--- src/pkg/opaddr_pkg.sv ---
// shared constants, types and helpers of the operand address generator
// Summary of operation
// - pointer value addresses RAM bank by suffix
// - data index reaches low sixteen words only
// - double indirect: RAM word gives program address
// - program memory through indirection is read-only
// - data index indirection also reads program memory
// - stored program address incremented, written back
// - accumulator indirect reads program memory at accumulator
// - direct mode moves accumulator to/from RAM
// - direct address bit eight selects bank
// - long immediate copies sixteen-bit word
// - short immediate loads only a pointer
// - pointer RAM access supports four update variants
// - pointer program access supports same variants
// - conditional instruction acts only when true
// - unsigned less-than equals carry set
// - unsigned greater-equal equals carry clear
package opaddr_pkg;
    localparam int unsigned DATA_W          = 16;
    localparam int unsigned RAM_AW          = 8;
    localparam int unsigned PTR_W           = 8;
    localparam int unsigned DIRECT_BANK_BIT = 8;
    localparam int unsigned DREG_BANK_BIT   = 2;
    localparam logic [3:0]  REG_STATUS_WORD = 4'h8;
    localparam logic [3:0]  REG_LOOP_CFG    = 4'h9;
    localparam logic [3:0]  REG_STATE       = 4'ha;
    localparam logic [7:0]  PTR_RST         = 8'h00;
    localparam logic [1:0]  PAGE_RST        = 2'h0;
    localparam logic [2:0]  LOOP_RST        = 3'h3;
    localparam logic [15:0] MIND_STEP       = 16'h0001;
    localparam logic [7:0]  PTR_STEP        = 8'h01;

    typedef enum logic [3:0] {
        M_PTR, M_DREG, M_MIND_PTR, M_MIND_DREG, M_ACC, M_DIRECT, M_LIMM, M_SIMM
    } addr_mode_t;

    typedef enum logic [1:0] {STEP_NONE, STEP_INC, STEP_LOOP_DEC, STEP_LOOP_INC} ptr_step_t;

    typedef enum logic [4:0] {
        CC_CARRY, CC_NO_CARRY, CC_ZERO, CC_NOT_ZERO, CC_MINUS, CC_PLUS,
        CC_OVERFLOW, CC_NO_OVERFLOW, CC_USER_FLAG_ZERO, CC_NOT_USER_FLAG_ZERO,
        CC_USER_FLAG_ONE, CC_NOT_USER_FLAG_ONE, CC_IRQ_ENABLED_COND,
        CC_NOT_IRQ_ENABLED, CC_FALSE, CC_UNSIGNED_LT_COND, CC_UNSIGNED_GE_COND
    } cond_code_t;

    typedef enum logic [2:0] {
        ST_IDLE, ST_RAM_WAIT, ST_RAM_DATA, ST_MIND_WAIT, ST_MIND_DATA, ST_PM_WAIT, ST_PM_DATA
    } fsm_state_t;

    typedef struct packed {
        logic carry;
        logic zero;
        logic minus;
        logic overflow;
        logic user_flag_zero;
        logic user_flag_one;
        logic irq_enabled;
    } core_flags_t;

    typedef struct packed {
        addr_mode_t  mode;
        ptr_step_t   step;
        logic        cond_en;
        cond_code_t  cond;
        logic [2:0]  ptr_sel;
        logic [8:0]  field;
        logic        write;
        logic        dst_ptr;
        logic [15:0] imm;
        logic [15:0] acc;
    } op_req_t;

    typedef struct packed {
        logic        en;
        logic        we;
        logic        bank;
        logic [7:0]  addr;
        logic [15:0] wdata;
    } ram_req_t;

    // modes whose operand comes from program memory through a RAM word
    function automatic logic is_mind(input addr_mode_t m);
        return (m == M_MIND_PTR) || (m == M_MIND_DREG);
    endfunction

    // modes that touch data RAM in the first access cycle
    function automatic logic uses_ram(input addr_mode_t m);
        return (m == M_PTR) || (m == M_DREG) || (m == M_DIRECT) || is_mind(m);
    endfunction
endpackage

--- src/hdl/ptr_update.sv ---
// pointer post-update stepping with circular wrap
module ptr_update (
    input  wire logic [7:0]            ptr,
    input  wire opaddr_pkg::ptr_step_t step,
    input  wire logic [2:0]            loop_log2,
    output logic [7:0]                 ptr_next
);
    logic [7:0] mask;

    // loop steps only move the low bits, so the buffer base never drifts
    always_comb begin
        mask = 8'((8'h01 << loop_log2) - 8'h01);
        unique case (step)
            opaddr_pkg::STEP_NONE:     ptr_next = ptr;
            opaddr_pkg::STEP_INC:      ptr_next = 8'(ptr + opaddr_pkg::PTR_STEP);
            opaddr_pkg::STEP_LOOP_DEC: ptr_next = (ptr & ~mask) | (8'(ptr - opaddr_pkg::PTR_STEP) & mask);
            opaddr_pkg::STEP_LOOP_INC: ptr_next = (ptr & ~mask) | (8'(ptr + opaddr_pkg::PTR_STEP) & mask);
        endcase
    end
endmodule // ptr_update

--- src/hdl/cond_eval.sv ---
// condition code evaluation against the core flags
module cond_eval (
    input  wire opaddr_pkg::cond_code_t  code,
    input  wire opaddr_pkg::core_flags_t flags,
    output logic                         holds
);
    // unsigned compares reuse the carry, no separate flag exists
    always_comb begin
        unique case (code)
            opaddr_pkg::CC_CARRY:              holds = flags.carry;
            opaddr_pkg::CC_NO_CARRY:           holds = !flags.carry;
            opaddr_pkg::CC_ZERO:               holds = flags.zero;
            opaddr_pkg::CC_NOT_ZERO:           holds = !flags.zero;
            opaddr_pkg::CC_MINUS:              holds = flags.minus;
            opaddr_pkg::CC_PLUS:               holds = !flags.minus;
            opaddr_pkg::CC_OVERFLOW:           holds = flags.overflow;
            opaddr_pkg::CC_NO_OVERFLOW:        holds = !flags.overflow;
            opaddr_pkg::CC_USER_FLAG_ZERO:     holds = flags.user_flag_zero;
            opaddr_pkg::CC_NOT_USER_FLAG_ZERO: holds = !flags.user_flag_zero;
            opaddr_pkg::CC_USER_FLAG_ONE:      holds = flags.user_flag_one;
            opaddr_pkg::CC_NOT_USER_FLAG_ONE:  holds = !flags.user_flag_one;
            opaddr_pkg::CC_IRQ_ENABLED_COND:   holds = flags.irq_enabled;
            opaddr_pkg::CC_NOT_IRQ_ENABLED:    holds = !flags.irq_enabled;
            opaddr_pkg::CC_FALSE:              holds = 1'b0;
            opaddr_pkg::CC_UNSIGNED_LT_COND:   holds = flags.carry;
            opaddr_pkg::CC_UNSIGNED_GE_COND:   holds = !flags.carry;
            default:                           holds = 1'b0;
        endcase
    end
endmodule // cond_eval

--- src/hdl/operand_address_generator.sv ---
// operand addressing sequencer with pointer file and condition gating
//
// Design decisions made here: strobed register access and the address map.
module operand_address_generator #(
    parameter int unsigned PTR_CNT = 8
) (
    input  wire logic                    ref_clk,
    input  wire logic                    rst_n,
    input  wire logic [3:0]              reg_addr,
    input  wire logic [15:0]             reg_wdata,
    input  wire logic                    reg_wr,
    input  wire logic                    reg_rd,
    output logic [15:0]                  reg_rdata,
    input  wire logic                    op_valid,
    input  wire opaddr_pkg::op_req_t     op_in,
    input  wire opaddr_pkg::core_flags_t flags_in,
    output logic                         op_busy,
    output logic                         op_done,
    output logic                         op_executed,
    output logic                         op_refused,
    output logic [15:0]                  op_result,
    output opaddr_pkg::ram_req_t         ram_req,
    input  wire logic [15:0]             ram_rdata,
    output logic                         pm_rd,
    output logic [15:0]                  pm_addr,
    input  wire logic [15:0]             pm_rdata
);
    // the decode assumes eight pointers, selector bit two is the bank
    if (PTR_CNT != 8) begin : g_bad_ptr_cnt
        $error("PTR_CNT must be 8");
    end

    logic [7:0]             ptr_q [PTR_CNT];
    logic [1:0]             page_q;
    logic [2:0]             loop_q;
    opaddr_pkg::fsm_state_t state_q;
    logic                   busy_q;
    logic                   done_q;
    logic                   exec_q;
    logic                   refused_q;
    logic [15:0]            result_q;
    opaddr_pkg::ram_req_t   ram_req_q;
    logic                   pm_rd_q;
    logic [15:0]            pm_addr_q;
    logic                   wb_bank_q;
    logic [7:0]             wb_addr_q;
    logic [15:0]            reg_rdata_q;

    logic                   take;
    logic                   cc_holds;
    logic                   cond_ok;
    logic                   go;
    logic                   refuse;
    logic                   act;
    logic [7:0]             sel_ptr;
    logic [7:0]             ptr_next;
    logic                   eff_bank;
    logic [7:0]             eff_addr;

    assign sel_ptr = ptr_q[op_in.ptr_sel];
    assign take    = op_valid && !busy_q;
    assign cond_ok = !op_in.cond_en || cc_holds;
    assign go      = take && cond_ok;
    assign act     = go && !refuse;

    cond_eval u_cond (
        .code  (op_in.cond),
        .flags (flags_in),
        .holds (cc_holds)
    );

    ptr_update u_step (
        .ptr       (sel_ptr),
        .step      (op_in.step),
        .loop_log2 (loop_q),
        .ptr_next  (ptr_next)
    );

    // forbidden forms are turned away before any memory is touched
    always_comb begin
        refuse = 1'b0;
        if ((opaddr_pkg::is_mind(op_in.mode) || op_in.mode == opaddr_pkg::M_ACC) && op_in.write) begin
            refuse = 1'b1;
        end
        if (op_in.mode == opaddr_pkg::M_SIMM && !op_in.dst_ptr) begin
            refuse = 1'b1;
        end
    end

    // effective data RAM address of the first access
    always_comb begin
        eff_bank = op_in.ptr_sel[2];
        eff_addr = sel_ptr;
        unique case (op_in.mode)
            opaddr_pkg::M_DREG, opaddr_pkg::M_MIND_DREG: begin
                eff_bank = op_in.field[opaddr_pkg::DREG_BANK_BIT];
                eff_addr = {4'h0, page_q, op_in.field[1:0]};
            end
            opaddr_pkg::M_DIRECT: begin
                eff_bank = op_in.field[opaddr_pkg::DIRECT_BANK_BIT];
                eff_addr = op_in.field[7:0];
            end
            default: begin
            end
        endcase
    end

    // sequencer: one operation at a time, busy blocks the next
    always_ff @(posedge ref_clk or negedge rst_n) begin
        if (!rst_n) begin
            state_q   <= opaddr_pkg::ST_IDLE;
            busy_q    <= 1'b0;
            done_q    <= 1'b0;
            exec_q    <= 1'b0;
            refused_q <= 1'b0;
            result_q  <= 16'h0000;
        end else begin
            done_q <= 1'b0;
            unique case (state_q)
                opaddr_pkg::ST_IDLE: begin
                    if (take) begin
                        exec_q    <= act;
                        refused_q <= go && refuse;
                        if (!act) begin
                            done_q <= 1'b1;
                        end else begin
                            unique case (op_in.mode)
                                opaddr_pkg::M_LIMM: begin
                                    result_q <= op_in.imm;
                                    done_q   <= 1'b1;
                                end
                                opaddr_pkg::M_SIMM: begin
                                    done_q <= 1'b1;
                                end
                                opaddr_pkg::M_ACC: begin
                                    state_q <= opaddr_pkg::ST_PM_WAIT;
                                    busy_q  <= 1'b1;
                                end
                                opaddr_pkg::M_MIND_PTR, opaddr_pkg::M_MIND_DREG: begin
                                    state_q <= opaddr_pkg::ST_MIND_WAIT;
                                    busy_q  <= 1'b1;
                                end
                                default: begin
                                    if (op_in.write) begin
                                        done_q <= 1'b1;
                                    end else begin
                                        state_q <= opaddr_pkg::ST_RAM_WAIT;
                                        busy_q  <= 1'b1;
                                    end
                                end
                            endcase
                        end
                    end
                end
                opaddr_pkg::ST_RAM_WAIT: state_q <= opaddr_pkg::ST_RAM_DATA;
                opaddr_pkg::ST_RAM_DATA: begin
                    result_q <= ram_rdata;
                    done_q   <= 1'b1;
                    busy_q   <= 1'b0;
                    state_q  <= opaddr_pkg::ST_IDLE;
                end
                opaddr_pkg::ST_MIND_WAIT: state_q <= opaddr_pkg::ST_MIND_DATA;
                opaddr_pkg::ST_MIND_DATA: state_q <= opaddr_pkg::ST_PM_WAIT;
                opaddr_pkg::ST_PM_WAIT:   state_q <= opaddr_pkg::ST_PM_DATA;
                opaddr_pkg::ST_PM_DATA: begin
                    result_q <= pm_rdata;
                    done_q   <= 1'b1;
                    busy_q   <= 1'b0;
                    state_q  <= opaddr_pkg::ST_IDLE;
                end
                default: begin
                    state_q <= opaddr_pkg::ST_IDLE;
                    busy_q  <= 1'b0;
                end
            endcase
        end
    end

    // data RAM port: first access, then the indirect write-back
    always_ff @(posedge ref_clk or negedge rst_n) begin
        if (!rst_n) begin
            ram_req_q <= '0;
            wb_bank_q <= 1'b0;
            wb_addr_q <= 8'h00;
        end else begin
            ram_req_q.en <= 1'b0;
            ram_req_q.we <= 1'b0;
            if (state_q == opaddr_pkg::ST_IDLE && act && opaddr_pkg::uses_ram(op_in.mode)) begin
                ram_req_q.en    <= 1'b1;
                ram_req_q.we    <= op_in.write;
                ram_req_q.bank  <= eff_bank;
                ram_req_q.addr  <= eff_addr;
                ram_req_q.wdata <= op_in.acc;
                wb_bank_q       <= eff_bank;
                wb_addr_q       <= eff_addr;
            end else if (state_q == opaddr_pkg::ST_MIND_DATA) begin
                ram_req_q.en    <= 1'b1;
                ram_req_q.we    <= 1'b1;
                ram_req_q.bank  <= wb_bank_q;
                ram_req_q.addr  <= wb_addr_q;
                ram_req_q.wdata <= 16'(ram_rdata + opaddr_pkg::MIND_STEP);
            end
        end
    end

    // program memory port is read-only, no write strobe exists at all
    always_ff @(posedge ref_clk or negedge rst_n) begin
        if (!rst_n) begin
            pm_rd_q   <= 1'b0;
            pm_addr_q <= 16'h0000;
        end else begin
            pm_rd_q <= 1'b0;
            if (state_q == opaddr_pkg::ST_IDLE && act && op_in.mode == opaddr_pkg::M_ACC) begin
                pm_rd_q   <= 1'b1;
                pm_addr_q <= op_in.acc;
            end else if (state_q == opaddr_pkg::ST_MIND_DATA) begin
                pm_rd_q   <= 1'b1;
                pm_addr_q <= ram_rdata;
            end
        end
    end

    // pointer file: an executing operation wins over a software write
    always_ff @(posedge ref_clk or negedge rst_n) begin
        if (!rst_n) begin
            for (int i = 0; i < PTR_CNT; i++) begin
                ptr_q[i] <= opaddr_pkg::PTR_RST;
            end
        end else begin
            if (reg_wr && reg_addr < opaddr_pkg::REG_STATUS_WORD) begin
                ptr_q[reg_addr[2:0]] <= reg_wdata[7:0];
            end
            if (state_q == opaddr_pkg::ST_IDLE && act) begin
                if (op_in.mode == opaddr_pkg::M_SIMM) begin
                    ptr_q[op_in.ptr_sel] <= op_in.imm[7:0];
                end else if (op_in.mode == opaddr_pkg::M_PTR || op_in.mode == opaddr_pkg::M_MIND_PTR) begin
                    ptr_q[op_in.ptr_sel] <= ptr_next;
                end
            end
        end
    end

    // status word page bits and loop buffer size
    always_ff @(posedge ref_clk or negedge rst_n) begin
        if (!rst_n) begin
            page_q <= opaddr_pkg::PAGE_RST;
            loop_q <= opaddr_pkg::LOOP_RST;
        end else if (reg_wr) begin
            if (reg_addr == opaddr_pkg::REG_STATUS_WORD) begin
                page_q <= reg_wdata[1:0];
            end
            if (reg_addr == opaddr_pkg::REG_LOOP_CFG) begin
                loop_q <= reg_wdata[2:0];
            end
        end
    end

    // read data stand only in the cycle after the strobe
    always_ff @(posedge ref_clk or negedge rst_n) begin
        if (!rst_n) begin
            reg_rdata_q <= 16'h0000;
        end else begin
            reg_rdata_q <= 16'h0000;
            if (reg_rd) begin
                if (reg_addr < opaddr_pkg::REG_STATUS_WORD) begin
                    reg_rdata_q <= {8'h00, ptr_q[reg_addr[2:0]]};
                end else if (reg_addr == opaddr_pkg::REG_STATUS_WORD) begin
                    reg_rdata_q <= {14'h0000, page_q};
                end else if (reg_addr == opaddr_pkg::REG_LOOP_CFG) begin
                    reg_rdata_q <= {13'h0000, loop_q};
                end else if (reg_addr == opaddr_pkg::REG_STATE) begin
                    reg_rdata_q <= {13'h0000, refused_q, exec_q, busy_q};
                end
            end
        end
    end

    assign reg_rdata   = reg_rdata_q;
    assign op_busy     = busy_q;
    assign op_done     = done_q;
    assign op_executed = exec_q;
    assign op_refused  = refused_q;
    assign op_result   = result_q;
    assign ram_req     = ram_req_q;
    assign pm_rd       = pm_rd_q;
    assign pm_addr     = pm_addr_q;

    logic start_mind;
    logic start_read;
    assign start_mind = act && state_q == opaddr_pkg::ST_IDLE && opaddr_pkg::is_mind(op_in.mode);
    assign start_read = act && !op_in.write && (op_in.mode == opaddr_pkg::M_PTR);
endmodule // operand_address_generator

--- config.mk ---
export PLATFORM = sky130hd
export DESIGN_NAME = operand_address_generator
export DESIGN_NICKNAME = d
export VERILOG_FILES = /design/src/pkg/opaddr_pkg.sv /design/src/hdl/ptr_update.sv /design/src/hdl/cond_eval.sv /design/src/hdl/operand_address_generator.sv
export SDC_FILE = /design/constraint.sdc
export NUM_CORES = 1
export LEC_CHECK = 0
export ABC_AREA = 1
export BUFFER_PORTS_ARGS = -buffer_cell sky130_fd_sc_hd__clkbuf_2
export CORE_MARGIN = 2
export CORE_UTILIZATION = 25
export CTS_BUF_LIST = sky130_fd_sc_hd__clkbuf_4 sky130_fd_sc_hd__clkbuf_8
export DETAILED_ROUTE_END_ITERATION = 10
export GPL_ROUTABILITY_DRIVEN = 0
export PLACE_DENSITY = 0.53
export SLEW_MARGIN = 20
export SYNTH_ARGS = -nofsm -noshare
export SYNTH_HDL_FRONTEND = slang
export SYNTH_SLANG_ARGS = --single-unit
--- constraint.sdc ---
create_clock -name ref_clk -period 1.82 [get_ports ref_clk]
set_input_delay 0.091 -clock ref_clk [delete_from_list [all_inputs] [get_ports ref_clk]]
set_output_delay 0.091 -clock ref_clk [all_outputs]
set_load 0.02 [all_outputs]
; After elaboration in Yosys (flattened, before gate mapping)
; Cells that the tools add are included.
[classes]
add_sub_neg = 4
eq_ne = 40
n_reduce_logical = 51
magnitude_cmp = 5
n_bitwise = 9
n_shift = 1
mux = 53
[op_table]
columns = cell, n
row1 = $mux 64, 4
row2 = $bwmux 64, 3
row3 = $mux 16, 5
row4 = $mux 8, 8
row5 = $mux 27, 2
row6 = $bmux 8 s3, 2
row7 = $demux 8 s3, 2
row8 = $pmux 16 s3, 1
row9 = $eq 5x4->1 const B, 7
row10 = $pmux 8 s4, 1
row11 = $and 8x8->8, 3
row12 = $eq 5x3->1 const B, 4
row13 = $mux 3, 6
row14 = $add 16x1->16 const B, 1
row15 = $eq 4x3->1 const B, 4
row16 = $or 8x8->8, 2
row17 = $pmux 8 s2, 1
row18 = $sub 8x1->8 const B, 2
row19 = $pmux 3 s5, 1
row20 = $pmux 1 s14, 1
row21 = $eq 4x4->1 const B, 3
row22 = $logic_and 1x1->1, 12
row23 = $reduce_or 2->1, 6
row24 = $logic_not 1->1, 11
row25 = other kinds (37), 71
[word_totals]
input_bits = 122
reg_bits = 161
wordCells = 189
output_inout_bits = 80

; Longest topological paths before layout
[depth]
depth_word = 12
mapped_depth = 21
mapped_depth_nobuf = 19

; Modules after synthesis
; A second synthesis with hierarchy kept.
[hier_totals]
hier_cells = 1714
hier_area_um2 = 10802.9
[modules_own_cells]
columns = mod, cells_per_inst, area_each_um2, seq_area_each_um2, instances
row1 = operand_address_generator, 1547, 9972.1, 3831.2, 1
row2 = ptr_update, 119, 606.8, 0.0, 1
row3 = cond_eval, 48, 224.0, 0.0, 1

; Worst setup path before layout
; No wires, ideal clock.
[synth_timing]
path_kind = register to register
from = register loop_q[2]
to = register ptr_q[28] (netlist bit)
setup_ps = 121
path_stages_with_launch = 11
setup_slack_ps = -70
synth_period_minus_slack_ps = 1890
path_buffers = 0
t_arrival_ps = 1768
t_required_ps = 1699
cell_sequence = dfrtp_1 -> nor2_1 -> nand2_1 -> ha_1 -> o211ai_1 -> o21ai_0 -> or2_2 -> nand3_1 -> nand3_1 -> nand3_1 -> a21oi_1
[synth_between]
elab_chain_len = 10
word_cells_on_any_way = 13
classes_between = add/sub (1) / shift (1) / mux (5) / bitwise (6)
[synth_lines]
columns = item, line_no
row1 = from (decl), operand_address_generator.sv:35  ; logic [2:0] loop_q;
row2 = from (signal assigned), operand_address_generator.sv:247  ; loop_q <= opaddr_pkg::LOOP_RST;
row3 = from (signal assigned), operand_address_generator.sv:253  ; loop_q <= reg_wdata[2:0];
row4 = $shl 1x3->8 *, ptr_update.sv:12  ; mask = 8'((8'h01 << loop_log2) - 8'h01);
row5 = $sub 8x1->8 *, ptr_update.sv:12
row6 = $not 8->8, "ptr_update.sv:16, ptr_update.sv:17"
row7 = $and 8x8->8, "ptr_update.sv:16, ptr_update.sv:17"
row8 = $or 8x8->8 (on tied branches), "ptr_update.sv:17, ptr_update.sv:16"
row9 = $pmux 8 s4 *, ptr_update.sv:13  ; unique case (step)
row10 = $bwmux 64 *, operand_address_generator.sv:237  ; ptr_q[op_in.ptr_sel] <= ptr_next;
row11 = $mux 64 *, operand_address_generator.sv:236  ; end else if (op_in.mode == opaddr_pkg::M_PTR || op_in.mode == opaddr_pkg::M_MIND_PTR) begin
row12 = $mux 64 *, operand_address_generator.sv:234  ; if (op_in.mode == opaddr_pkg::M_SIMM) begin
row13 = $mux 64 *, operand_address_generator.sv:233  ; if (state_q == opaddr_pkg::ST_IDLE && act) begin
row14 = "to (signal, indexed assignment)", operand_address_generator.sv:231  ; ptr_q[reg_addr[2:0]] <= reg_wdata[7:0];
row15 = "to (signal, indexed assignment)", operand_address_generator.sv:235  ; ptr_q[op_in.ptr_sel] <= op_in.imm[7:0];
row16 = "to (signal, indexed assignment)", operand_address_generator.sv:237
row17 = to (decl), operand_address_generator.sv:33  ; logic [7:0] ptr_q [PTR_CNT];
; Every way passes the cells marked *; elsewhere a longest branch is shown, timed or not.
; A chain may end at the register's enable or synchronous reset.

; Worst setup path after layout
[layout_timing]
from = register ptr_q[49] (netlist bit)
to = register ptr_q[15] (netlist bit)
[layout_between]
elab_chain_len = 11
word_cells_on_any_way = 14
classes_between = add/sub (2) / mux (8) / bitwise (4)
[layout_lines]
columns = item, line_no
row1 = "from (signal, indexed assignment)", operand_address_generator.sv:227  ; ptr_q[i] <= opaddr_pkg::PTR_RST;
row2 = "from (signal, indexed assignment)", operand_address_generator.sv:231
row3 = "from (signal, indexed assignment)", operand_address_generator.sv:235
row4 = $bmux 8 s3 *, operand_address_generator.sv:60  ; assign sel_ptr = ptr_q[op_in.ptr_sel];
row5 = $mux 8 (not written as such) * (2 in a row), operand_address_generator.sv:60
row6 = $add 8x1->8 or $sub 8x1->8 (tied branches), "ptr_update.sv:15, ptr_update.sv:17, ptr_update.sv:16"
row7 = $and 8x8->8 (on tied branches), "ptr_update.sv:17, ptr_update.sv:16"
row8 = $or 8x8->8 (on tied branches), "ptr_update.sv:17, ptr_update.sv:16"
row9 = $pmux 8 s4 *, ptr_update.sv:13
row10 = $bwmux 64 *, operand_address_generator.sv:237
row11 = $mux 64 *, operand_address_generator.sv:236
row12 = $mux 64 *, operand_address_generator.sv:234
row13 = $mux 64 *, operand_address_generator.sv:233
; Every way passes the cells marked *; elsewhere a longest branch is shown, timed or not. The select of a mux whose other input is x is not followed.

==> flow_metrics.env <==
export IMPL_syn_area_mm2=0.0122
export IMPL_postSynthAreaPerCell_um2=6.19
export IMPL_cap_violations=0
export IMPL_p_per_area_mw_per_mm2=1230
export IMPL_fin_util_pct=37.9
export IMPL_critPathMostFrequentCell="nand2_1"
export IMPL_final_common_cell="nand2_1"
export IMPL_clockRootBuffer="clkbuf_8"
export IMPL_ir_worst_vdd_uv=628
export IMPL_die_area_mm2=0.0505
export IMPL_cpLargestDelayFamily="simple AND/OR/NAND/NOR gates"
export IMPL_cp_max_fo=8
export IMPL_relSlewSlack_pct=63.4
export IMPL_synth_warnings=0
export IMPL_place_ws_ns=-0.442
export IMPL_die_h_um=225
export IMPL_final_cells=3051
export IMPL_cts_tree="built"
export IMPL_ctsHtreeMaxLevel=4
export IMPL_leakagePower_nw=9.60
export IMPL_num_vias=15200
export IMPL_viasPerCell=5.00
export IMPL_fin_crit_sh_pct=115
export IMPL_grt_max_degree=73
export IMPL_drt_iter0_drc=1105
export IMPL_layout_common_cells="nand2_1, inv_1, buf_4"
export IMPL_synth_flop_cell="dfrtp_1"
export IMPL_antenna_left=0
export IMPL_max_freq_mhz=478
export IMPL_cpMaxStageDelayCell="dfrtp_1"
export IMPL_nets=2545
export IMPL_dieWidth_um=225
export IMPL_gr_total_overflow=0
export IMPL_port_buffers=185
export IMPL_drc=0
export IMPL_finalInstanceArea_mm2=0.0182
export IMPL_grt_antenna_before_repair=4
export IMPL_grt_use_total_pct=21.1
export IMPL_cpPeakStageDelay_ns=0.39
export IMPL_outcome="finished, violations left"
export IMPL_async_flop_share_pct=100
export IMPL_worst_pin_slew_ns=0.548
export IMPL_clkTransAtPathRegs_ns=0.11
export IMPL_path_cells="nand2_1 > nand2_1 > nand2_1 > nand2_1 > nand2_2 > nand2_4 > buf_4 > nand2_2 > nor2_4 > nand3_2 > inv_2 > nand3_4 > xor2_4 > buf_12 > nand2_1 > nand2_1 > a21oi_2"
export IMPL_critPathLaunchType="flip-flop"
export IMPL_crit_arrival_ns=2.55
export IMPL_final_layout_size_suffix_gt1_share_pct=31.0
export IMPL_drv_slew=0
export IMPL_critical_path_class="reg2reg"
export IMPL_postSynthCellCount=1970
export IMPL_cts_sinks=153
export IMPL_wl_per_cell_um=18.0
export IMPL_finalClockSkew_ns=0.0211
export IMPL_io_pins=202
export IMPL_core_area_mm2=0.0479
export IMPL_synth_seq_cells=153
export IMPL_finalSetupViolCount=98
export IMPL_synth_cell_type_count=51
export IMPL_synth_edf_count=0
export IMPL_whs_ns=-0.00524
export IMPL_grt_pass1_vias=14500
export IMPL_insertion_delay_ns=0.53
export IMPL_area_delta_synth_final_pct=49.3
export IMPL_drt_pass1_iterations=5
export IMPL_yosysSeqAreaShare_pct=31.4
export IMPL_start_util_pct=25.4
export IMPL_finalCriticalPeriod_ns=2.09
export IMPL_rsz0062_at_grt="true"
export IMPL_timing_final_ws_setup_ns=-0.270
export IMPL_cp_required_ns=2.28
export IMPL_numCtsBuffers=17
export IMPL_cts_buffer_depth=2
export IMPL_fp_row_count=80
export IMPL_hold_viol_final=1
export IMPL_hold_path_class="in2reg"
export IMPL_wl_mm=55.1
export IMPL_violations="negative hold slack, negative setup slack"
export IMPL_finalPower_mw=22.4
export IMPL_crit_buf_inv=3
export IMPL_grt_pass1_wl_mm=82.6
export IMPL_dp_cells=2915
export IMPL_dpl_cell_area_mm2=0.0156
export IMPL_end_kind="flip-flop"
export IMPL_hpwl_mm=40.3
[cell families after synthesis]
group,after synthesis,synth area share [%]
AOI/OAI and AO/OA,453,21.3
xor gates and xnor gates,4,0.349
adders and majority gates,4,0.411
buffers and inverters,403,13.8
DFF,153,31.4
other,1,0.0308
and+or+nand+nor,952,32.7
[sequential cells by signal (all words and copies together), names as in the netlist, 2 cells and up]
| name | count |
|---|---|
| wb_addr_q | 8 |
| page_q | 2 |
| op_result | 16 |
| ptr_q | 64 |
| pm_addr | 16 |
| ram_req | 27 |
| loop_q | 3 |
| state_q | 3 |
| reg_rdata | 8 |
[through the flow]
| step | TNS (ns) | hold slack (ns) |
|---|---|---|
| 3_3_place_gp | -29.08 | 0.0450 |
| 3_5_place_dp | -30.07 | 0.0484 |
| 5_1_grt | -25.25 | 0.0291 |
| 2_1_floorplan | -0.00598 | -0.205 |
| 6_report | -12.70 | -0.00524 |
| 4_1_cts | -7.91 | 0.00138 |
[Yosys cell counts, drive strengths merged, types with 3 or more instances]
cell type	n	area share, %
xor2	4	0.35
nand2	538	17
o21a	21	1.3
clkinv	5	0.15
o22ai	9	0.46
dfrtp	151	31
inv	296	9.1
a21oi	131	5.4
a32o	6	0.49
nand4	10	0.56
o221ai	16	1.1
o21bai	5	0.31
o41ai	3	0.22
buf	46	2.8
or2	5	0.26
a221oi	9	0.65
o211ai	28	1.8
clkbuf	56	1.7
nor2	189	6.1
nand3	189	8.0
o21ai	211	8.7
nor3	17	0.82
a211oi	8	0.49
ha	4	0.41
[worst paths after layout]
check | endpoint | slack [ns] | cells after the start | startpoint
setup / recovery | ptr_q[15] | -0.27 | 17 | ptr_q[49]
setup reg to reg | ptr_q[15] | -0.27 | 17 | ptr_q[49]
hold reg to reg | wb_addr_q[6] | 0.49 | 2 | wb_addr_q[6]
hold / removal | ptr_q[52] | -0.005 | 5 | op_in[20]
max in group asynchronous | wb_addr_q[2] | 1.07 | 3 | rst_n
min in group asynchronous | reg_rdata[3] | 0.04 | 2 | rst_n
[report_power, final]
part	internal, mW	total [mW]	switching [mW]
clock network	1.24	2.87	1.62
logic	5.63	13.5	7.89
registers	4.92	6.03	1.11
total	11.8	22.4	10.6
[worst reg2reg max path: cells and delay by family, from the launching register on]
| family | cells | cell delay (ns) |
|---|---|---|
| simple gates | 12 | 1.02 |
| flops | 1 | 0.39 |
| buf+inv | 3 | 0.37 |
| xor+xnor | 1 | 0.17 |
| compound gates | 1 | 0.12 |
[timing repair]
item | in CTS | in global routing
setup buffers | 10 | 14
endpoints found under the hold margin | 222 | 0
hold buffers | 70 | 0
endpoints found under the setup margin | 123 | 128
pin swaps | 32 | 70
gates cloned | 2 | 5
resized for setup | 109 | 193
[routing by layer]
layer  track usage, %  part of all wire [%]  vias up
met1             28.0                    44     7196
met5                0                     0        -
met4             9.34                   3.6        0
li1                 -                     -     7284
met3             3.57                   6.8      136
met2             33.8                    46      629
[final cells by class]
type | instances | area (um^2)
antenna | 4 | 10.0
clock buffer | 17 | 234
clock inverter | 15 | 166
fill | 4922 | 29800
inverter | 301 | 1160
multi-input combinational | 1421 | 7730
sequential | 153 | 3830
tap | 615 | 769
timing repair buffer | 525 | 4290
No activity file was read; power rests on OpenSTA's default activity.
